### src/irqc_consts.svh
// register offsets, field positions, reset values and timing counts of the interrupt controller
`ifndef IRQC_CONSTS_SVH
`define IRQC_CONSTS_SVH

// register bus geometry
`define IRQC_ADDR_W 8
`define IRQC_DATA_W 8

// register offsets
`define IRQC_OFF_CONTROL 8'h00
`define IRQC_OFF_PERIPH_EN0 8'h01
`define IRQC_OFF_FLAG0 8'h02
`define IRQC_OFF_PERIPH_EN 8'h03
`define IRQC_OFF_PERIPH_FLAG 8'h04
`define IRQC_OFF_STATE 8'h05
// shadow bank 31 window: eight words from this base
`define IRQC_OFF_SHADOW_BASE 8'hF8
`define IRQC_SHADOW_BANK_MASK 8'hF8

// interrupt_control field positions
`define IRQC_BIT_GIE 7
`define IRQC_BIT_PERIPHERAL_IRQ_ENABLE 6
`define IRQC_BIT_EDGE 0
// first enable / flag register field positions
`define IRQC_BIT_EXT 0

// reset values
`define IRQC_RST_GIE 1'b0
`define IRQC_RST_PERIPHERAL_IRQ_ENABLE 1'b0
`define IRQC_RST_EDGE 1'b1

// status bits kept out of the shadow copy (timeout and powerdown)
`define IRQC_STATUS_SAVE_MASK 8'hE7

// interrupt vector
`define IRQC_PC_W 15
`define IRQC_VECTOR 15'h0004

// clocks per instruction cycle at 50 MHz (one Q1 pulse each)
`define IRQC_Q_DIV 4

// shadow word count
`define IRQC_SHADOW_WORDS 8

`endif

### src/irqc_pkg.sv
// types shared by the interrupt controller files
package irqc_pkg;

	// entry sequencer states, one-hot
	typedef enum logic [3:0] {
		IRQC_RUN = 4'b0001, // normal execution, sampling at Q1
		IRQC_FINISH = 4'b0010, // current instruction completes
		IRQC_NOP1 = 4'b0100, // first forced no-operation
		IRQC_NOP2 = 4'b1000 // second forced no-operation
	} irqc_state_e;

	// core context saved on entry and restored on return
	typedef struct packed {
		logic [7:0] pc_upper_latch; // pc upper latch
		logic [7:0] fsr1h; // indirect pointer 1 high
		logic [7:0] fsr1l; // indirect pointer 1 low
		logic [7:0] fsr0h; // indirect pointer 0 high
		logic [7:0] fsr0l; // indirect pointer 0 low
		logic [7:0] bank_select; // bank select
		logic [7:0] status; // core status
		logic [7:0] wreg; // working register
	} irqc_ctx_s;

	// register bus request
	typedef struct packed {
		logic wr; // write strobe
		logic rd; // read strobe
		logic [7:0] addr; // register address
		logic [7:0] wdata; // write data
	} irqc_bus_s;

	// commands from the controller to the core pipeline
	typedef struct packed {
		logic flush; // discard the prefetched instruction
		logic force_nop; // execute a no-operation this cycle
		logic push; // push o_push_pc onto the stack
		logic pop; // pop the return address
		logic load_vector; // load the PC with the vector
		logic restore; // take restored context
	} irqc_core_cmd_s;

endpackage : irqc_pkg

### src/irqc_edge_det.sv
// edge detector with selectable polarity for the external interrupt pin
`timescale 1ns/10ps
module irqc_edge_det
	import irqc_pkg::*;
(
	input wire logic i_clock,
	input wire logic i_rst_n,
	input wire logic i_pin, // external pin level, synchronous
	input wire logic i_rising, // 1 rising edge, 0 falling edge
	output logic o_edge // one-cycle pulse on a selected edge
);

	logic prev_q; // pin level last cycle
	logic primed_q; // prev_q holds a real sample
	logic rise_w;
	logic fall_w;

	// edge terms from current and previous level
	assign rise_w = i_pin & ~prev_q;
	assign fall_w = ~i_pin & prev_q;
	assign o_edge = primed_q & (i_rising ? rise_w : fall_w);

	// remember the pin; no edge is reported for the first sample after reset
	always_ff @(posedge i_clock or negedge i_rst_n) begin
		if (!i_rst_n) begin
			prev_q <= 1'b0;
			primed_q <= 1'b0;
		end else begin
			prev_q <= i_pin;
			primed_q <= 1'b1;
		end
	end

endmodule : irqc_edge_det

### src/irqc_shadow_mem.sv
// shadow register store: parallel save and word access with registered read
`timescale 1ns/10ps
module irqc_shadow_mem
	import irqc_pkg::*;
#(
	parameter int WORDS = 8,
	parameter int WIDTH = 8
) (
	input wire logic i_clock,
	input wire logic i_rst_n,
	input wire logic i_save, // load every word at once
	input wire logic [WORDS*WIDTH-1:0] i_save_data, // words to save, word 0 lowest
	input wire logic i_wr, // single word write
	input wire logic i_rd, // single word read
	input wire logic [$clog2(WORDS)-1:0] i_addr, // word index
	input wire logic [WIDTH-1:0] i_wdata, // write data
	output logic [WIDTH-1:0] o_rdata, // read data, one cycle after i_rd
	output logic [WORDS*WIDTH-1:0] o_all // whole store for restore
);

	localparam int AW = $clog2(WORDS); // word index width
	logic [WIDTH-1:0] mem_q [WORDS]; // the shadow words

	// refuse shapes the index cannot address
	if (WORDS < 2 || (WORDS & (WORDS - 1)) != 0) begin : g_chk
		$error("irqc_shadow_mem: WORDS must be a power of two, at least 2");
	end

	// per word: a hardware save wins over a software write in the same cycle
	for (genvar gi = 0; gi < WORDS; gi++) begin : g_word
		always_ff @(posedge i_clock or negedge i_rst_n) begin
			if (!i_rst_n) begin
				mem_q[gi] <= '0;
			end else if (i_save) begin
				mem_q[gi] <= i_save_data[gi*WIDTH +: WIDTH];
			end else if (i_wr && i_addr == AW'(gi)) begin
				mem_q[gi] <= i_wdata;
			end
		end
		assign o_all[gi*WIDTH +: WIDTH] = mem_q[gi];
	end

	// registered read port
	always_ff @(posedge i_clock or negedge i_rst_n) begin
		if (!i_rst_n) begin
			o_rdata <= '0;
		end else if (i_rd) begin
			o_rdata <= mem_q[i_addr];
		end
	end

endmodule : irqc_shadow_mem

### src/irqc_top.sv
// interrupt controller: enables, flags, wake, entry sequencing and context save/restore
`timescale 1ns/10ps
`include "irqc_consts.svh"
module irqc_top
	import irqc_pkg::*;
#(
	parameter int N_PERIPH = 8, // peripheral event sources
	parameter int Q_DIV = `IRQC_Q_DIV // clocks per instruction cycle
) (
	input wire logic i_clock,
	input wire logic i_rst_n,
	// register port
	input wire logic [7:0] i_reg_addr,
	input wire logic [7:0] i_reg_wdata,
	input wire logic i_reg_wr,
	input wire logic i_reg_rd,
	output logic [7:0] o_reg_rdata,
	// event sources
	input wire logic i_ext_pin,
	input wire logic [N_PERIPH-1:0] i_periph_event,
	// core side
	input wire logic i_core_sleeping, // core is in Sleep
	input wire logic i_return_from_handler, // return instruction executes (Q1 cycle)
	input wire logic [`IRQC_PC_W-1:0] i_core_pc, // PC of instruction now executing
	input wire irqc_ctx_s i_core_ctx, // live core context
	output logic o_q1, // instruction cycle start pulse
	output logic o_wake, // bring the core out of Sleep
	output irqc_core_cmd_s o_core_cmd, // pipeline commands, valid with o_q1
	output logic [`IRQC_PC_W-1:0] o_push_pc, // return address to push
	output logic [`IRQC_PC_W-1:0] o_vector_pc, // address to load
	output irqc_ctx_s o_restore_ctx, // context to restore
	output logic o_irq_pending // an enabled request is present and the global enable is set
);

	localparam int QW = $clog2(Q_DIV);

	// refuse parameter values the logic cannot serve
	if (N_PERIPH < 1 || N_PERIPH > `IRQC_DATA_W) begin : g_chk_n
		$error("irqc_top: N_PERIPH must be 1..8");
	end
	if (Q_DIV < 2) begin : g_chk_q
		$error("irqc_top: Q_DIV must be at least 2");
	end

	// decode of a register offset, used by reads and writes
	function automatic logic is_off(input logic [7:0] a, input logic [7:0] off);
		is_off = (a == off);
	endfunction : is_off

	// bus bundled as one request
	irqc_bus_s bus_w;
	assign bus_w = '{wr: i_reg_wr, rd: i_reg_rd, addr: i_reg_addr, wdata: i_reg_wdata};

	// registers
	logic gie_q; // global_irq_enable
	logic peripheral_irq_enable_q; // peripheral_irq_enable
	logic edge_q; // ext_edge_select
	logic ext_en_q; // ext_irq_enable
	logic ext_flag_q; // ext_irq_flag
	logic [N_PERIPH-1:0] pen_q; // peripheral individual enables
	logic [N_PERIPH-1:0] pflag_q; // peripheral flags
	logic [QW-1:0] qcnt_q; // instruction cycle divider
	irqc_state_e state_q; // entry sequencer
	irqc_state_e state_d;
	logic [`IRQC_PC_W-1:0] ret_pc_q; // return address held for the push
	logic [7:0] rdata_q; // registered read data of plain registers
	logic rd_shadow_q; // last read went to the shadow bank

	// decoded strobes
	logic wr_ctl_w;
	logic wr_en0_w;
	logic wr_flag0_w;
	logic wr_pen_w;
	logic wr_pflag_w;
	logic in_shadow_w;
	assign wr_ctl_w = bus_w.wr & is_off(bus_w.addr, `IRQC_OFF_CONTROL);
	assign wr_en0_w = bus_w.wr & is_off(bus_w.addr, `IRQC_OFF_PERIPH_EN0);
	assign wr_flag0_w = bus_w.wr & is_off(bus_w.addr, `IRQC_OFF_FLAG0);
	assign wr_pen_w = bus_w.wr & is_off(bus_w.addr, `IRQC_OFF_PERIPH_EN);
	assign wr_pflag_w = bus_w.wr & is_off(bus_w.addr, `IRQC_OFF_PERIPH_FLAG);
	assign in_shadow_w = (bus_w.addr & `IRQC_SHADOW_BANK_MASK) == `IRQC_OFF_SHADOW_BASE;

	// instruction cycle divider: o_q1 is the one-cycle Q1 enable
	// the divider restarts at zero on reset, so the first cycle after release is a Q1
	always_ff @(posedge i_clock or negedge i_rst_n) begin
		if (!i_rst_n) begin
			qcnt_q <= '0;
		end else if (qcnt_q == QW'(Q_DIV - 1)) begin
			qcnt_q <= '0;
		end else begin
			qcnt_q <= qcnt_q + 1'b1;
		end
	end
	assign o_q1 = (qcnt_q == '0);

	// external pin edge
	logic ext_edge_w;
	irqc_edge_det u_edge (
		.i_clock(i_clock),
		.i_rst_n(i_rst_n),
		.i_pin(i_ext_pin),
		.i_rising(edge_q),
		.o_edge(ext_edge_w)
	);

	// request terms
	logic ext_req_w; // enabled pin request
	logic [N_PERIPH-1:0] pact_w; // flag and individual enable
	logic periph_req_w; // enabled peripheral request
	logic any_req_w; // any request that may interrupt
	assign ext_req_w = ext_flag_q & ext_en_q;
	assign pact_w = pflag_q & pen_q;
	assign periph_req_w = (|pact_w) & peripheral_irq_enable_q;
	assign any_req_w = ext_req_w | periph_req_w;
	assign o_irq_pending = any_req_w & gie_q;

	// wake ignores the global enable so a disabled core just resumes
	// a core woken with the global enable clear carries on after its sleep
	// instruction; the flag stays set and is taken once software sets the enable
	assign o_wake = i_core_sleeping & any_req_w;

	// entry and exit events
	// sampling waits until the core is awake, so the instruction after the sleep
	// always runs first and the vector follows only after the two no-operations
	logic take_w; // sample at Q1 finds a request
	logic enter_w; // entry actions happen this cycle
	logic exit_w; // return actions happen this cycle
	assign take_w = o_q1 & (state_q == IRQC_RUN) & o_irq_pending & ~i_core_sleeping;
	assign enter_w = o_q1 & (state_q == IRQC_FINISH);
	assign exit_w = o_q1 & (state_q == IRQC_RUN) & i_return_from_handler;

	// sequencer next state: finish, two no-operations, then the vector runs
	always_comb begin
		state_d = state_q;
		unique case (state_q)
			IRQC_RUN: begin
				if (take_w) begin
					state_d = IRQC_FINISH;
				end
			end
			IRQC_FINISH: begin
				if (o_q1) begin
					state_d = IRQC_NOP1;
				end
			end
			IRQC_NOP1: begin
				if (o_q1) begin
					state_d = IRQC_NOP2;
				end
			end
			IRQC_NOP2: begin
				if (o_q1) begin
					state_d = IRQC_RUN;
				end
			end
			default: begin
				state_d = IRQC_RUN; // illegal code recovers
			end
		endcase
	end

	// sequencer state and the PC to return to
	always_ff @(posedge i_clock or negedge i_rst_n) begin
		if (!i_rst_n) begin
			state_q <= IRQC_RUN;
			ret_pc_q <= '0;
		end else begin
			state_q <= state_d;
			if (take_w) begin
				ret_pc_q <= i_core_pc + 1'b1;
			end
		end
	end

	// pipeline commands, each a pulse on a Q1 cycle
	assign o_core_cmd.flush = enter_w;
	assign o_core_cmd.force_nop = o_q1 & (state_q == IRQC_FINISH || state_q == IRQC_NOP1);
	assign o_core_cmd.push = enter_w;
	assign o_core_cmd.load_vector = enter_w;
	assign o_core_cmd.pop = exit_w;
	assign o_core_cmd.restore = exit_w;
	assign o_push_pc = ret_pc_q;
	assign o_vector_pc = `IRQC_VECTOR;

	// global enable: hardware clear on entry and set on return win over software
	// a same-cycle software write loses, so entry never leaves the enable set
	always_ff @(posedge i_clock or negedge i_rst_n) begin
		if (!i_rst_n) begin
			gie_q <= `IRQC_RST_GIE;
		end else if (enter_w) begin
			gie_q <= 1'b0;
		end else if (exit_w) begin
			gie_q <= 1'b1;
		end else if (wr_ctl_w) begin
			gie_q <= bus_w.wdata[`IRQC_BIT_GIE];
		end
	end

	// software-only control bits; bits 5..1 have no storage
	always_ff @(posedge i_clock or negedge i_rst_n) begin
		if (!i_rst_n) begin
			peripheral_irq_enable_q <= `IRQC_RST_PERIPHERAL_IRQ_ENABLE;
			edge_q <= `IRQC_RST_EDGE;
			ext_en_q <= 1'b0;
			pen_q <= '0;
		end else begin
			if (wr_ctl_w) begin
				peripheral_irq_enable_q <= bus_w.wdata[`IRQC_BIT_PERIPHERAL_IRQ_ENABLE];
				edge_q <= bus_w.wdata[`IRQC_BIT_EDGE];
			end
			if (wr_en0_w) begin
				ext_en_q <= bus_w.wdata[`IRQC_BIT_EXT];
			end
			if (wr_pen_w) begin
				pen_q <= bus_w.wdata[N_PERIPH-1:0];
			end
		end
	end

	// flags: an event in the cycle of a software write still sets the flag
	// peripheral events are ORed over the written value, so a write cannot lose one
	always_ff @(posedge i_clock or negedge i_rst_n) begin
		if (!i_rst_n) begin
			ext_flag_q <= 1'b0;
			pflag_q <= '0;
		end else begin
			if (ext_edge_w) begin
				ext_flag_q <= 1'b1;
			end else if (wr_flag0_w) begin
				ext_flag_q <= bus_w.wdata[`IRQC_BIT_EXT];
			end
			if (wr_pflag_w) begin
				pflag_q <= bus_w.wdata[N_PERIPH-1:0] | i_periph_event;
			end else begin
				pflag_q <= pflag_q | i_periph_event;
			end
		end
	end

	// context to save: timeout and powerdown kept out of the status copy
	irqc_ctx_s save_ctx_w;
	irqc_ctx_s shadow_ctx_w;
	logic [7:0] shadow_rdata_w;
	always_comb begin
		save_ctx_w = i_core_ctx;
		save_ctx_w.status = i_core_ctx.status & `IRQC_STATUS_SAVE_MASK;
	end

	// shadow registers, reachable by software in bank 31
	// save and software write may meet in one cycle; the store lets the save win
	irqc_shadow_mem #(
		.WORDS(`IRQC_SHADOW_WORDS),
		.WIDTH(8)
	) u_shadow (
		.i_clock(i_clock),
		.i_rst_n(i_rst_n),
		.i_save(enter_w),
		.i_save_data(save_ctx_w),
		.i_wr(bus_w.wr & in_shadow_w),
		.i_rd(bus_w.rd & in_shadow_w),
		.i_addr(bus_w.addr[2:0]),
		.i_wdata(bus_w.wdata),
		.o_rdata(shadow_rdata_w),
		.o_all(shadow_ctx_w)
	);
	assign o_restore_ctx = shadow_ctx_w;

	// read mux of the plain registers; unmapped offsets read zero
	logic [7:0] ctl_rd_w;
	logic [7:0] state_rd_w;
	logic [7:0] rd_mux_w;
	assign ctl_rd_w = {gie_q, peripheral_irq_enable_q, 5'h00, edge_q};
	assign state_rd_w = {3'h0, o_irq_pending, state_q};
	always_comb begin
		rd_mux_w = 8'h00;
		if (is_off(bus_w.addr, `IRQC_OFF_CONTROL)) begin
			rd_mux_w = ctl_rd_w;
		end else if (is_off(bus_w.addr, `IRQC_OFF_PERIPH_EN0)) begin
			rd_mux_w = {7'h00, ext_en_q};
		end else if (is_off(bus_w.addr, `IRQC_OFF_FLAG0)) begin
			rd_mux_w = {7'h00, ext_flag_q};
		end else if (is_off(bus_w.addr, `IRQC_OFF_PERIPH_EN)) begin
			rd_mux_w = 8'(pen_q);
		end else if (is_off(bus_w.addr, `IRQC_OFF_PERIPH_FLAG)) begin
			rd_mux_w = 8'(pflag_q);
		end else if (is_off(bus_w.addr, `IRQC_OFF_STATE)) begin
			rd_mux_w = state_rd_w;
		end
	end

	// registered read data, held one cycle after the read strobe
	// shadow reads come from the store's own register and are picked after it
	always_ff @(posedge i_clock or negedge i_rst_n) begin
		if (!i_rst_n) begin
			rdata_q <= 8'h00;
			rd_shadow_q <= 1'b0;
		end else if (bus_w.rd) begin
			rdata_q <= rd_mux_w;
			rd_shadow_q <= in_shadow_w;
		end
	end
	assign o_reg_rdata = rd_shadow_q ? shadow_rdata_w : rdata_q;

endmodule : irqc_top

### config.mk
export PLATFORM = sky130hd
export DESIGN_NAME = irqc_top
export DESIGN_NICKNAME = d
export VERILOG_FILES = /design/src/irqc_pkg.sv /design/src/irqc_edge_det.sv /design/src/irqc_shadow_mem.sv /design/src/irqc_top.sv
export VERILOG_INCLUDE_DIRS = /design/src
export SDC_FILE = /design/constraint.sdc
export NUM_CORES = 1
export LEC_CHECK = 0
export ABC_AREA = 0
export BUFFER_PORTS_ARGS = -buffer_cell sky130_fd_sc_hd__buf_2
export CAP_MARGIN = 30
export CORE_MARGIN = 3
export CORE_UTILIZATION = 53
export CTS_BUF_LIST = sky130_fd_sc_hd__clkbuf_8
export DETAILED_ROUTE_END_ITERATION = 8
export PLACE_DENSITY = 0.83
export REMOVE_ABC_BUFFERS = 1
export SLEW_MARGIN = 15
export SYNTH_ARGS = -nofsm -noshare
export SYNTH_HDL_FRONTEND = slang
export SYNTH_SLANG_ARGS = --single-unit
### constraint.sdc
create_clock -name i_clock -period 2.8 [get_ports i_clock]
set_input_delay 0.28 -clock i_clock [delete_from_list [all_inputs] [get_ports i_clock]]
set_output_delay 0.28 -clock i_clock [all_outputs]
set_load 0.02 [all_outputs]
# ---- After elaboration in Yosys (flattened, before gate mapping)
# Cells that the tools add are included.
dict set report word_totals {
  ff_bits 125
  input_bits 110
  out_inout_bits 111
  wordCells 139
}
dict set report op_classes {
  addsub 2
  n_lt_le_gt_ge 1
  eq_ne 22
  mux 39
  bitwise 28
  n_reduce_logical 24
}
# operator count
set op_table {}
lappend op_table {{8-bit 2-to-1 mux} 25}
lappend op_table {{8-bit binary-select mux with 3-bit select} 1}
lappend op_table {{1-bit bitwise AND} 20}
lappend op_table {{2-bit nonzero test} 9}
lappend op_table {{8-bit by 2-bit == test with 1-bit output (second input constant)} 2}
lappend op_table {{8-bit by 3-bit == test with 1-bit output (second input constant)} 2}
lappend op_table {{4-bit 2-to-1 mux} 4}
lappend op_table {{8-bit bitwise OR} 2}
lappend op_table {{4-bit one-hot mux with 4 select lines} 1}
lappend op_table {{15-bit by 1-bit adder with 15-bit output (second input constant)} 1}
lappend op_table {{3-bit == test (second input constant)} 4}
lappend op_table {{8-bit bitwise AND} 1}
lappend op_table {{8-bit by 1-bit == test with 1-bit output (second input constant)} 1}
lappend op_table {{1-bit logical AND} 8}
lappend op_table {{8-bit logical NOT} 1}
lappend op_table {{2-bit != test (second input constant)} 4}
lappend op_table {{8-bit OR reduction} 1}
lappend op_table {{3-bit by 2-bit == test with 1-bit output (second input constant)} 2}
lappend op_table {{1-bit 2-to-1 mux} 6}
lappend op_table {{5-bit == test (second input constant)} 1}
lappend op_table {{5-bit 2-to-1 mux} 1}
lappend op_table {{4-bit by 1-bit == test with 1-bit output (second input constant)} 1}
lappend op_table {{4-bit by 2-bit == test with 1-bit output (second input constant)} 1}
lappend op_table {{4-bit by 3-bit == test with 1-bit output (second input constant)} 1}
lappend op_table {{14 further kinds} 16}

# ---- Logic depth before layout (Yosys ltp)
# Gate-level depths: netlist of the first run.
dict set report depth {
  depth_word 11
  mapped_depth 9
  mapped_depth_nobuf 7
}

# ---- Modules after synthesis
# Synthesis of the first run repeated with hierarchy kept, for this count alone.
dict set report hier_totals {
  cells_unflattened 679
  hier_area_um2 7020.5
}
# module instances cells_per_inst area_per_inst_um2 seq_area_each_um2
set by_module_without_submodules {}
lappend by_module_without_submodules {irqc_shadow_mem 1 387 3928.8 1801.7}
lappend by_module_without_submodules {irqc_top 1 286 3014.1 1278.7}
lappend by_module_without_submodules {irqc_edge_det 1 6 77.6 50.0}

# ---- Worst setup path after synthesis of the first run
# Ideal clock, no wire load.
dict set report synth_path {
  path_type {reg2reg}
  from {register state_q[0]}
  to {register ret_pc_q[1], in the netlist o_push_pc[1]}
  setup_ns 0.125
  t_arrival_ns 2.022
  t_required_ns 2.675
  path_slack_ns 0.653
  path_stages_with_launch 7
  n_path_buf 2
  synth_period_minus_slack_ns 2.147
  path_cell_list {dfstp_2 > buf_2 > or4b_2 > nor4_1 > a41oi_1 > buf_2 > mux2_2}
}
dict set report synth_between {
  elab_chain_cells 4
}
# item line
set synth_lines {}
lappend synth_lines {{start, declared} irqc_top.sv:63} ;# irqc_state_e state_q;
lappend synth_lines {{start signal, assigned} irqc_top.sv:168} ;# state_q <= state_d;
lappend synth_lines {{4-bit by 1-bit == test with 1-bit output} irqc_top.sv:128} ;# assign take_w = o_q1 & (state_q == IRQC_RUN) & o_irq_pending & ~i_core_sleeping;
lappend synth_lines {{1-bit bitwise AND (3 in series)} irqc_top.sv:128}
lappend synth_lines {{end signal, assigned} irqc_top.sv:170} ;# ret_pc_q <= i_core_pc + 1'b1;
lappend synth_lines {{end, declared} irqc_top.sv:65} ;# logic [`IRQC_PC_W-1:0] ret_pc_q;
# Every way passes these cells.
# A chain may end at the register's enable or synchronous reset.

==> qor.csv, run 1 <==
stage,metric,value,unit
hold_path,holdCritPathClass,in2reg,
power,power_density,555.1,nW/um2
worst_setup_path,path_class,reg2out,
die,fp.dieH,118.6,um
clocking,cts_buffer_depth,2,
yosys,synth_top_family_by_area,multiplexers,
routing,drc,0,
flow_run,maxCapViolations,0,
yosys,netlist_area,6720,um2
yosys,synth-adder-area-share,0.5586,%
yosys,yosysSeqAreaShare,46.58,%
power,max-vdd-ir-drop,0.2656,mV
sta,fmax,425.2,MHz
place,routabilityCongestion,0.9003,
sta,min_period_over_period,83.99,%
yosys,synth.area.top_cells,"dfrtp_1, mux2i_1, o21ai_0, nand2_1, mux4_2",
global_route,grt_use_total,28.72,%
die,ioPinCount,221,
worst_setup_path,r2r-end,o_push_pc[1],
yosys,synth_flop_cell,dfrtp_1,
sta,hold_ws,0.03113,ns
clocking,cts_root_buffer,clkbuf_8,
die,die-area,14070,um2
routing,drt-total-wl,19680,um
routing,drt-vias-per-instance,5.677,
worst_setup_path,critPathArrivalTime,2.07,ns
yosys,yosysTopAreaCell,dfrtp_1,
sta,fin_crit,2.352,ns
hold_path,hold_depth,2,
die,die_w,118.6,um
layout,finalInstanceArea,8300,um2
sta,finalSetupTns,0,ns
run_status,status,completed,
place,io_buffers,203,
die,row_count,40,
routing,first_pass_iters,6,
power,p_leak,4.279,nW
sta,tightest_slew,0.6825,ns
yosys,synth_xor_area_share,1.955,%
worst_setup_path,end_kind,output port,
yosys,synthSimpleGateAreaFrac,13.70,%
yosys,yosysTopAreaCellShare,45.80,%
yosys,synthMuxAreaShare,19.83,%
hold_path,min-delay-start,i_periph_event[5],
routing,drtIter0Drc,354,
yosys,synth_edf_count,0,
layout,nNetsFinal,977,
global_route,grt-ovfl-total,0,
worst_setup_path,r2r_setup_slack,0.51,ns
yosys,synth-compound-area-share,11.25,%
layout,syn_to_final_growth,23.52,%
sta,finalSetupViolCount,0,
routing,ant_nets,0,
sta,slew_headroom,54.39,%
clocking,cts_hold_buf,2,
yosys,synthArstFlopShare,100.0,%
layout,final_layout_size_suffix_gt1_share,34.32,%
clocking,tritoncts,done,
sta,hold_viol_final,0,
worst_setup_path,required,2.52,ns
clocking,cts_max_level,4,
sta,slew_viol_final,0,
layout,layout_common_cells,"buf_2, dfrtp_1, nand2_1",
yosys,syn_inst,665,
die,start_util,55.03,%
clocking,cts_sinks,125,
layout,final_common_cell,buf_2,
place,dp_hpwl,14110,um
layout,fillers,1000,
die,core_area,12210,um2
global_route,antenna_found_initial,1,
worst_setup_path,rr_startpoint,state_q[3],
clocking,post-cts-setup-buffer-count,0,
sta,rsz0062_at_grt,false,
yosys,syn_area_per_cell,10.11,um2
yosys,ys_types,50,
global_route,grt_pass1_vias,6098,
clocking,clkSlewWorstSetupHoldPaths,0.07,ns
worst_setup_path,cp_max_fo,32,
global_route,grt_pass1_wl,32010,um
clocking,cts-buffers-inserted,17,
yosys,ys_seq_elements,125,
worst_setup_path,startpoint_type,flop,
routing,post_drt_wl_per_cell,18.83,um
yosys,synth.yosys.warnings,0,
clocking,clkLatencyLatePin,0.44,ns
global_route,grt_max_degree,68,
hold_path,whs_endpoint,pflag_q[5],
worst_setup_path,r2r_cells,5,
place,placed_cell_area,7884,um2
sta,finClkSkew,0.01603,ns
clocking,cts_resized,0,
layout,num_antenna_cells,0,
routing,dr_total_vias,5932,
-- sequential cells by signal (all words and copies together) (netlist names) --
name and count:
u_shadow.o_rdata 8, state_q 4, ext_en_q 1, gie_q 1, peripheral_irq_enable_q 1, pflag_q 8
qcnt_q 2, edge_q 1, rd_shadow_q 1, u_edge.primed_q 1, rdata_q 8, u_edge.prev_q 1
pen_q 8, o_push_pc 15, u_shadow.o_all 64, ext_flag_q 1
-- worst max-delay path by stage --
stage,start,to,cells past startpoint
after detailed placement,i_reg_addr[5],pen_q[4],5
after CTS,state_q[0],o_core_cmd[3],5
final,state_q[0],o_core_cmd[3],5
after floorplan,state_q[0],o_push_pc[1],4
after global routing,state_q[0],o_core_cmd[3],5
after global placement,i_reg_addr[5],pen_q[2],5
-- per-layer routing --
layer	global-route usage, %	routed length [um]
met2	46.00	9545
met1	37.24	7827
met4	13.03	800
met5	0	13
met3	6.651	1493
-- metrics by stage --
stage / total power [mW] / utilization [%] / setup WS [ns] / cells
finish: 4.608 / 67.97 / 0.4483 / 1045
global placement: 3.029 / 64.56 / 0.4920 / 1011
floorplan: 2.615 / - / 0.1767 / 616
global route: 4.806 / 67.97 / 0.3254 / 1045
CTS: 4.617 / 67.97 / 0.4424 / 1045
detailed placement: 3.061 / 64.56 / 0.4777 / 1011
-- critical path: stages (launching register included) --
cell and delay [ns]:
dfstp_2 0.54, buf_4 0.16, nor2_1 0.06, nand3_1 0.16
clkinv_2 0.38, buf_2 0.32
-- report_power, final --
group | switching (mW) | internal, mW | total [mW]
sequential | 0.128 | 1.98 | 2.11
clock | 0.715 | 0.851 | 1.57
combinational | 0.575 | 0.361 | 0.937
-- Yosys cell counts, types with 3 or more instances --
master    instances
ha_1              3
mux2i_1          78
xnor2_1           9
nand2_1         104
a211o_1           8
nor3_1           11
nor2b_1          11
mux2_2           17
buf_4            20
clkbuf_1         30
nor4_1            5
nand3_1          14
nand4_1           4
buf_2            11
and3_1            6
mux4_2           16
a21oi_1           4
o22ai_1           5
xor2_1            6
a22oi_1           7
a31oi_1           3
o21ai_0          97
nor2_1           25
inv_1            15
dfrtp_1         123
-- cell type report --
class | count | area, um2 | area share (%)
inverters | 17 | 65.06 | 0.7838
clock buffers | 20 | 275.3 | 3.316
well taps | 168 | 210.2 | 2.532
flip-flops and latches | 125 | 3131 | 37.71
clock inverters | 12 | 121.4 | 1.462
repair buffers | 229 | 1244 | 14.98
multi-input cells | 474 | 3254 | 39.21
-- cells by family (layout without fill, tap and decap cells) --
family,count (synthesis),in the layout
simple gates,197,197
compound gates,132,132
flops,125,125
mux,111,111
buf+inv,80,278
xor+xnor,15,15
fa+ha+maj,3,3
other cells,2,16
(Power assumes the default switching activity.)
==> inputs of run 2 (changes only) <==
--- a/config.mk
+++ b/config.mk
@@ -6,14 +6,14 @@
 export SDC_FILE = /design/constraint.sdc
 export NUM_CORES = 1
 export LEC_CHECK = 0
-export ABC_AREA = 0
+export ABC_AREA = 1
 export BUFFER_PORTS_ARGS = -buffer_cell sky130_fd_sc_hd__buf_2
 export CAP_MARGIN = 30
 export CORE_MARGIN = 3
 export CORE_UTILIZATION = 53
 export CTS_BUF_LIST = sky130_fd_sc_hd__clkbuf_8
 export DETAILED_ROUTE_END_ITERATION = 8
-export PLACE_DENSITY = 0.83
+export PLACE_DENSITY = 0.82
 export REMOVE_ABC_BUFFERS = 1
 export SLEW_MARGIN = 15
 export SYNTH_ARGS = -nofsm -noshare
==> constraint.sdc (replaced) <==
create_clock -name i_clock -period 2.4 [get_ports i_clock]
set_input_delay 0.24 -clock i_clock [delete_from_list [all_inputs] [get_ports i_clock]]
set_output_delay 0.24 -clock i_clock [all_outputs]
set_load 0.02 [all_outputs]
==> run 2 against run 1 <==
Compared with the run above: largest cell class unchanged; sequential share of layout area decreased by 1.9 points; first-iteration DRC count grew 110%; clock power rose by 6%; die area up 5.1%; combinational power decreased by 9.6%; register-to-register slack got worse by 0.10 ns; wire length grew 11%; count of clock-buffer cells in the layout up 3.
==> qor.csv, run 2 <==
stage,metric,value,unit,change
sta,min_period_over_period,93.05,%,
place,placed_cell_area,8135,um2,+3.2%
power,power_density,555.4,nW/um2,about the same
sta,rsz0062_at_grt,false,,
routing,first_pass_iters,5,,-1
layout,largest_register_ffs,64,,unchanged
die,ioPinCount,221,,unchanged
clocking,cts_resized,0,,unchanged
yosys,synth.most_common_cell,nand2_1,,
yosys,ys_types,43,,-14%
clocking,cts_root_buffer,clkbuf_8,,
worst_setup_path,end_kind,output port,,
run_status,status,completed,,
global_route,grt_pass1_vias,6717,,+10%
clocking,cts_max_level,4,,unchanged
yosys,synth_edf_count,0,,unchanged
global_route,antenna_found_initial,0,,-1
clocking,post-cts-setup-buffer-count,0,,unchanged
routing,ant_nets,0,,unchanged
power,p_clk_share,34.2,%,+0.2 points
power,p_switching,1.451,mW,+2.3%
place,dp.cells,1279,,+27%
place,routabilityCongestion,0.9019,,+0.18%
power,p_leak,4.799,nW,+12%
layout,layout_common_cells,"nand2_1, buf_2, nand3_1",,
power,pwr-share-comb,17.4,%,-2.9 points
hold_path,min-delay-start,i_core_ctx[42],,
clocking,cts_buffer_depth,2,,unchanged
sta,fin_ws,0.1669,ns,-0.2814 ns
worst_setup_path,critPathArrivalTime,1.99,ns,-0.08 ns
sta,finalSetupViolCount,0,,unchanged
sta,slew_viol_final,0,,unchanged
power,swShare,29.87,%,-0.91 points
die,start_util,55.21,%,+0.18 points
power,cellInternalPower,3.407,mW,+6.8%
layout,syn_to_final_growth,23.54,%,about the same
layout,num_antenna_cells,0,,unchanged
global_route,grt_max_degree,84,,+24%
die,die-area,14780,um2,+5.1%
worst_setup_path,required,2.16,ns,-0.36 ns
worst_setup_path,cp_max_fo,20,,-38%
layout,final_layout_size_suffix_gt1_share,24.81,%,-9.5 points
routing,drt-total-wl,21780,um,+11%
layout,fillers,1075,,+7.5%
yosys,synthArstFlopShare,100.0,%,unchanged
worst_setup_path,rr_startpoint,qcnt_q[0],,
place,dp_hpwl,15810,um,+12%
worst_setup_path,cp-startpoint,qcnt_q[0],,
die,fp.dieH,121.6,um,+2.5%
clocking,cts-buffers-inserted,17,,unchanged
yosys,ys_seq_elements,125,,unchanged
yosys,syn_area_per_cell,7.589,um2,-25%
place,place_ws,0.5156,ns,+0.03797 ns
yosys,synth.yosys.warnings,0,,unchanged
yosys,yosysSeqAreaShare,44.21,%,-2.4 points
routing,drc,0,,unchanged
layout,final_common_cell,nand2_1,,
clocking,cts_hold_buf,25,,+23
die,core_area,12820,um2,+5.0%
yosys,yosysTopAreaCell,dfrtp_1,,
layout,nNetsFinal,1265,,+29%
routing,dr_total_vias,7319,,+23%
clocking,tritoncts,done,,
worst_setup_path,startpoint_type,flop,,
die,row_count,41,,+2.5%
clocking,clkLatencyLatePin,0.46,ns,+0.02 ns
routing,drt-vias-per-instance,5.474,,-3.6%
worst_setup_path,path_class,reg2out,,
place,io_buffers,203,,unchanged
power,pwr-share-seq,48.4,%,+2.7 points
flow_run,maxCapViolations,0,,unchanged
yosys,yosysTopAreaCellShare,43.47,%,-2.3 points
yosys,netlist_area,7081,um2,+5.4%
clocking,cts_sinks,125,,unchanged
routing,post_drt_wl_per_cell,16.29,um,-13%
sta,fmax,447.8,MHz,
yosys,synth.area.top_cells,"dfrtp_1, nand2_1, nand3_1, inv_1, buf_4",,
sta,finClkSkew,0.007785,ns,-0.008247 ns
yosys,synth_flop_cell,dfrtp_1,,
global_route,grt_pass1_wl,33770,um,+5.5%
global_route,grt_use_total,29.42,%,+0.71 points
yosys,syn_inst,933,,+40%
yosys,netlist_top_cells_count,"nand2_1, nand3_1, dfrtp_1, inv_1, nor2_1",,
die,die_w,121.6,um,+2.5%
sta,slew_headroom,58.27,%,+3.9 points
global_route,grt-ovfl-total,0,,unchanged
power,max-vdd-ir-drop,0.3523,mV,+33%
routing,drtIter0Drc,752,,+110%
hold_path,holdCritPathClass,in2reg,,
sta,fin_crit,2.233,ns,
layout,fin_cells,1337,,+28%
sta,hold_viol_final,0,,unchanged
layout,finalInstanceArea,8747,um2,+5.4%
clocking,clkSlewWorstSetupHoldPaths,0.07,ns,about the same
sta,tightest_slew,0.6245,ns,-0.05802 ns
==> run 2: through the flow <==
| stage | utilization, % | total power, mW | hold slack, ns | TNS [ns] |
|---|---|---|---|---|
| after floorplan | - | 2.811 | -0.05559 | -48.96 |
| after global placement | 63.43 | 3.179 | 0.2636 | 0 |
| after detailed placement | 63.43 | 3.198 | 0.2651 | 0 |
| after CTS | 68.13 | 4.857 | 0.0002058 | 0 |
| after global routing | 68.20 | 5.037 | 0.005174 | 0 |
| final | 68.20 | 4.858 | 0.006099 | 0 |
==> run 2: worst max-delay path, cell delays in order (launching register included) <==
cell and delay (ns):
dfrtp_1 0.39, inv_1 0.07, ha_1 0.30, nand4_4 0.18, inv_2 0.34, buf_2 0.24
==> run 2: layout make-up <==
type / instances / area, um2 / share of cell area [%]
Clock inverter: 9 / 35.03 / 0.4005
Tap cell: 172 / 215.2 / 2.460
Multi-Input combinational cell: 703 / 3405 / 38.92
Timing Repair Buffer: 240 / 1399 / 15.99
Inverter: 65 / 246.5 / 2.818
Clock buffer: 23 / 316.6 / 3.619
Sequential cell: 125 / 3131 / 35.79
==> run 2: worst paths after layout <==
| kind | end | slack [ns] | depth (start not counted) |
|---|---|---|---|
| worst max-delay path | o_core_cmd[5] | 0.17 | 5 |
| worst min-delay path | u_shadow.o_all[42] | 0.006 | 3 |
| worst max register to register | u_shadow.o_all[59] | 0.41 | 8 |
| worst min register to register | qcnt_q[0] | 0.45 | 1 |
| max in group asynchronous | edge_q | 1.38 | 3 |
| min in group asynchronous | o_push_pc[5] | 0.33 | 2 |
==> run 2: kinds of logic (layout without fill, tap and decap cells) <==
logic type	count (synthesis)	in the layout	synth area share (%)
AOI/OAI and AO/OA	77	77	6.415
xor gates and xnor gates	8	8	0.9896
adders and majority gates	3	3	0.5302
buffers and inverters	119	337	8.447
DFF	125	125	44.21
other	2	16	0.1061
and+or+nand+nor	599	599	39.30
==> run 2: routing by layer <==
| layer | wire length [um] | global-route usage [%] |
|---|---|---|
| met2 | 10320 | 46.67 |
| met5 | 0 | 0 |
| met3 | 2394 | 8.635 |
| met1 | 8592 | 39.12 |
| met4 | 472 | 9.454 |
==> run 2: power by group through the flow <==
stage                     clock network, mW  logic, mW  registers, mW
after floorplan                           0      0.321           2.49
after detailed placement                  0      0.811           2.39
final                                  1.66      0.847           2.35
after CTS                              1.66      0.843           2.35
after global routing                   1.74      0.929           2.37
after global placement                    0      0.794           2.38
==> inputs of run 3 (changes only) <==
--- a/config.mk
+++ b/config.mk
@@ -6,14 +6,12 @@
 export SDC_FILE = /design/constraint.sdc
 export NUM_CORES = 1
 export LEC_CHECK = 0
-export ABC_AREA = 1
 export BUFFER_PORTS_ARGS = -buffer_cell sky130_fd_sc_hd__buf_2
-export CAP_MARGIN = 30
 export CORE_MARGIN = 3
 export CORE_UTILIZATION = 53
 export CTS_BUF_LIST = sky130_fd_sc_hd__clkbuf_8
 export DETAILED_ROUTE_END_ITERATION = 8
-export PLACE_DENSITY = 0.82
+export PLACE_DENSITY = 0.83
 export REMOVE_ABC_BUFFERS = 1
 export SLEW_MARGIN = 15
 export SYNTH_ARGS = -nofsm -noshare
==> run 3 against run 2 <==
Compared with the run above: global-route usage shrank 0.80 points; count of clock-buffer cells in the layout shrank 4; cell area shrank 0.67%; utilization grew 2.9 points; sequential cell count is the same; critical path depth is the same; total power grew 13%; non-clock buffer count grew 26; combinational power grew 33%; register-to-register slack lost 0.13 ns; highest routed layer unchanged; clock skew grew 0.0024 ns; critical endpoint is now o_core_cmd[1]; die area shrank 4.8%.
==> qor.csv, run 3 (synthesis results as in run 1) <==
stage,metric,value,unit,change
run_status,status,completed,,
worst_setup_path,path_class,reg2out,,
worst_setup_path,r2r_cells,5,,-3
die,fp.dieH,118.6,um,-2.5%
flow_run,maxCapViolations,0,,unchanged
sta,rsz0062_at_grt,false,,
hold_path,min-delay-start,i_core_ctx[36],,
power,p_switching,1.663,mW,+15%
clocking,cts_root_buffer,clkbuf_8,,
global_route,grt_pass1_wl,31800,um,-5.8%
worst_setup_path,cp_num_buf_inv,3,,unchanged
sta,slew_viol_final,0,,unchanged
routing,drt-total-wl,19930,um,-8.5%
worst_setup_path,rr_startpoint,state_q[0],,
worst_setup_path,max_stage_delay,0.40,ns,about the same
routing,drt-vias-per-instance,5.619,,+2.6%
die,row_count,40,,-2.4%
clocking,cts-buffers-inserted,17,,unchanged
power,p_leak,4.470,nW,-6.9%
worst_setup_path,r2r_setup_slack,0.28,ns,-0.13 ns
power,power,5.493,mW,+13%
routing,dr_total_vias,6080,,-17%
layout,fillers,927,,-14%
layout,layout_common_cells,"buf_2, dfrtp_1, nand2_1",,
worst_setup_path,cp_max_fo,24,,+20%
power,p_clk_share,34.7,%,+0.5 points
place,dp_hpwl,14130,um,-11%
routing,ant_nets,0,,unchanged
die,start_util,55.03,%,-0.18 points
power,cellInternalPower,3.830,mW,+12%
global_route,grt_max_degree,61,,-27%
clocking,tritoncts,done,,
worst_setup_path,crit_chain,inv_1 > ha_1 > nand3_1 > clkinv_2 > buf_2,,
sta,finClkSkew,0.01014,ns,+0.002355 ns
worst_setup_path,end_kind,output port,,
power,pwr-share-comb,20.7,%,+3.3 points
clocking,post-cts-setup-buffer-count,0,,unchanged
hold_path,holdCritPathClass,in2reg,,
worst_setup_path,cpLargestDelayFamily,buffers and inverters,,
global_route,grt_use_total,28.62,%,-0.80 points
layout,num_antenna_cells,0,,unchanged
routing,first_pass_iters,5,,unchanged
sta,fin_crit,2.169,ns,-0.06446 ns
clocking,cts_hold_buf,26,,+4.0%
global_route,grt-ovfl-total,0,,unchanged
power,power_density,632.2,nW/um2,+14%
sta,slew_headroom,58.21,%,-0.063 points
global_route,grt_pass1_vias,5933,,-12%
routing,drtIter0Drc,325,,-57%
worst_setup_path,critPathArrivalTime,1.93,ns,-0.06 ns
die,die_w,118.6,um,-2.5%
power,max-vdd-ir-drop,0.3711,mV,+5.3%
sta,fmax,461.1,MHz,+3.0%
layout,syn_to_final_growth,29.29,%,
sta,finalSetupViolCount,0,,unchanged
layout,final_layout_size_suffix_gt1_share,34.46,%,+9.7 points
clocking,cts_resized,0,,unchanged
die,die-area,14070,um2,-4.8%
place,routabilityCongestion,0.9488,,+5.2%
worst_setup_path,cp_slowest_cell,dfrtp_1,,
sta,hold_ws,0.01898,ns,+0.01288 ns
sta,finalSetupTns,0,ns,unchanged
sta,min_period_over_period,90.36,%,-2.7 points
routing,drc,0,,unchanged
hold_path,hold_depth,3,,unchanged
power,pwr-share-seq,44.7,%,-3.7 points
layout,nNetsFinal,1014,,-20%
layout,final_common_cell,buf_2,,
global_route,antenna_found_initial,0,,unchanged
clocking,cts_sinks,125,,unchanged
routing,post_drt_wl_per_cell,18.41,um,+13%
place,io_buffers,203,,unchanged
clocking,clkLatencyLatePin,0.43,ns,-0.03 ns
clocking,clkSlewWorstSetupHoldPaths,0.07,ns,about the same
power,swShare,30.28,%,+0.41 points
sta,tightest_slew,0.6269,ns,+0.002423 ns
hold_path,whs_endpoint,u_shadow.o_all[36],,
die,core_area,12210,um2,-4.8%
worst_setup_path,required,2.16,ns,about the same
layout,largest_register_ffs,64,,unchanged
worst_setup_path,startpoint_type,flop,,
die,ioPinCount,221,,unchanged
worst_setup_path,r2r-end,o_push_pc[5],,
clocking,cts_max_level,4,,unchanged
clocking,cts_buffer_depth,2,,unchanged
sta,hold_viol_final,0,,unchanged
## run 3: cell count changes in the layout (fill, tap and decap cells not counted), moves of 12 or more
| cell | change |
|---|---|
| mux4_2 | +16 |
| nand3_1 | -142 |
| mux2_2 | +17 |
| o21ai_1 | -12 |
| mux2i_1 | +78 |
| a21oi_1 | -12 |
| inv_1 | -45 |
| nand2_1 | -246 |
| buf_4 | +24 |
| o21ai_0 | +74 |
## run 3: cell type report
class                      count  area [um2]  share of cell area, %
clock inverter                13       147.6                  1.699
multi-input combinational    474        3254                  37.46
sequential                   125        3131                  36.03
tap                          168       210.2                  2.419
timing repair buffer         266        1619                  18.63
inverter                      17       65.06                 0.7488
clock buffer                  19       261.5                  3.010
## run 3: how the worst max path moves through the flow
stage                               end  cells after the start     startpoint
final                     o_core_cmd[1]                      5      qcnt_q[0]
after global routing      o_core_cmd[1]                      5      qcnt_q[0]
after CTS                 o_core_cmd[1]                      5      qcnt_q[0]
after detailed placement          gie_q                      5  i_reg_addr[5]
after global placement            gie_q                      5  i_reg_addr[5]
after floorplan            o_push_pc[1]                      4     state_q[0]
## run 3: layer usage
metal / part of all wire (%) / global-route usage, % / wire length [um] / vias up
met5: 0 / 0 / 0 / -
met2: 48 / 45.68 / 9593 / 277
met4: 3.6 / 11.73 / 723 / 0
met1: 41 / 37.93 / 8088 / 2955
met3: 7.6 / 6.459 / 1520 / 60
li1: - / - / - / 2788
## run 3: tightest hold or removal path, stage by stage
cell	delay [ns]
buf_2	0.08
nand2_1	0.04
o21ai_0	0.06
## run 3: power by group through the flow
stage,clock (mW),sequential (mW),combinational (mW)
3_5_place_dp,0,2.49,1.09
2_1_floorplan,0,2.69,0.363
5_1_grt,2.01,2.48,1.23
4_1_cts,1.92,2.45,1.13
6_report,1.91,2.45,1.13
3_3_place_gp,0,2.48,1.07
## run 3: metrics by stage
| stage | instances | area (um2) | utilization [%] | setup slack, ns |
|---|---|---|---|---|
| 2_1_floorplan | 616 | 6432 | - | -0.2233 |
| 3_3_place_gp | 1024 | 8019 | 65.67 | 0.2158 |
| 3_5_place_dp | 1024 | 8019 | 65.67 | 0.1794 |
| 4_1_cts | 1082 | 8688 | 71.15 | 0.2172 |
| 5_1_grt | 1082 | 8688 | 71.15 | 0.06989 |
| 6_report | 1082 | 8688 | 71.15 | 0.2313 |
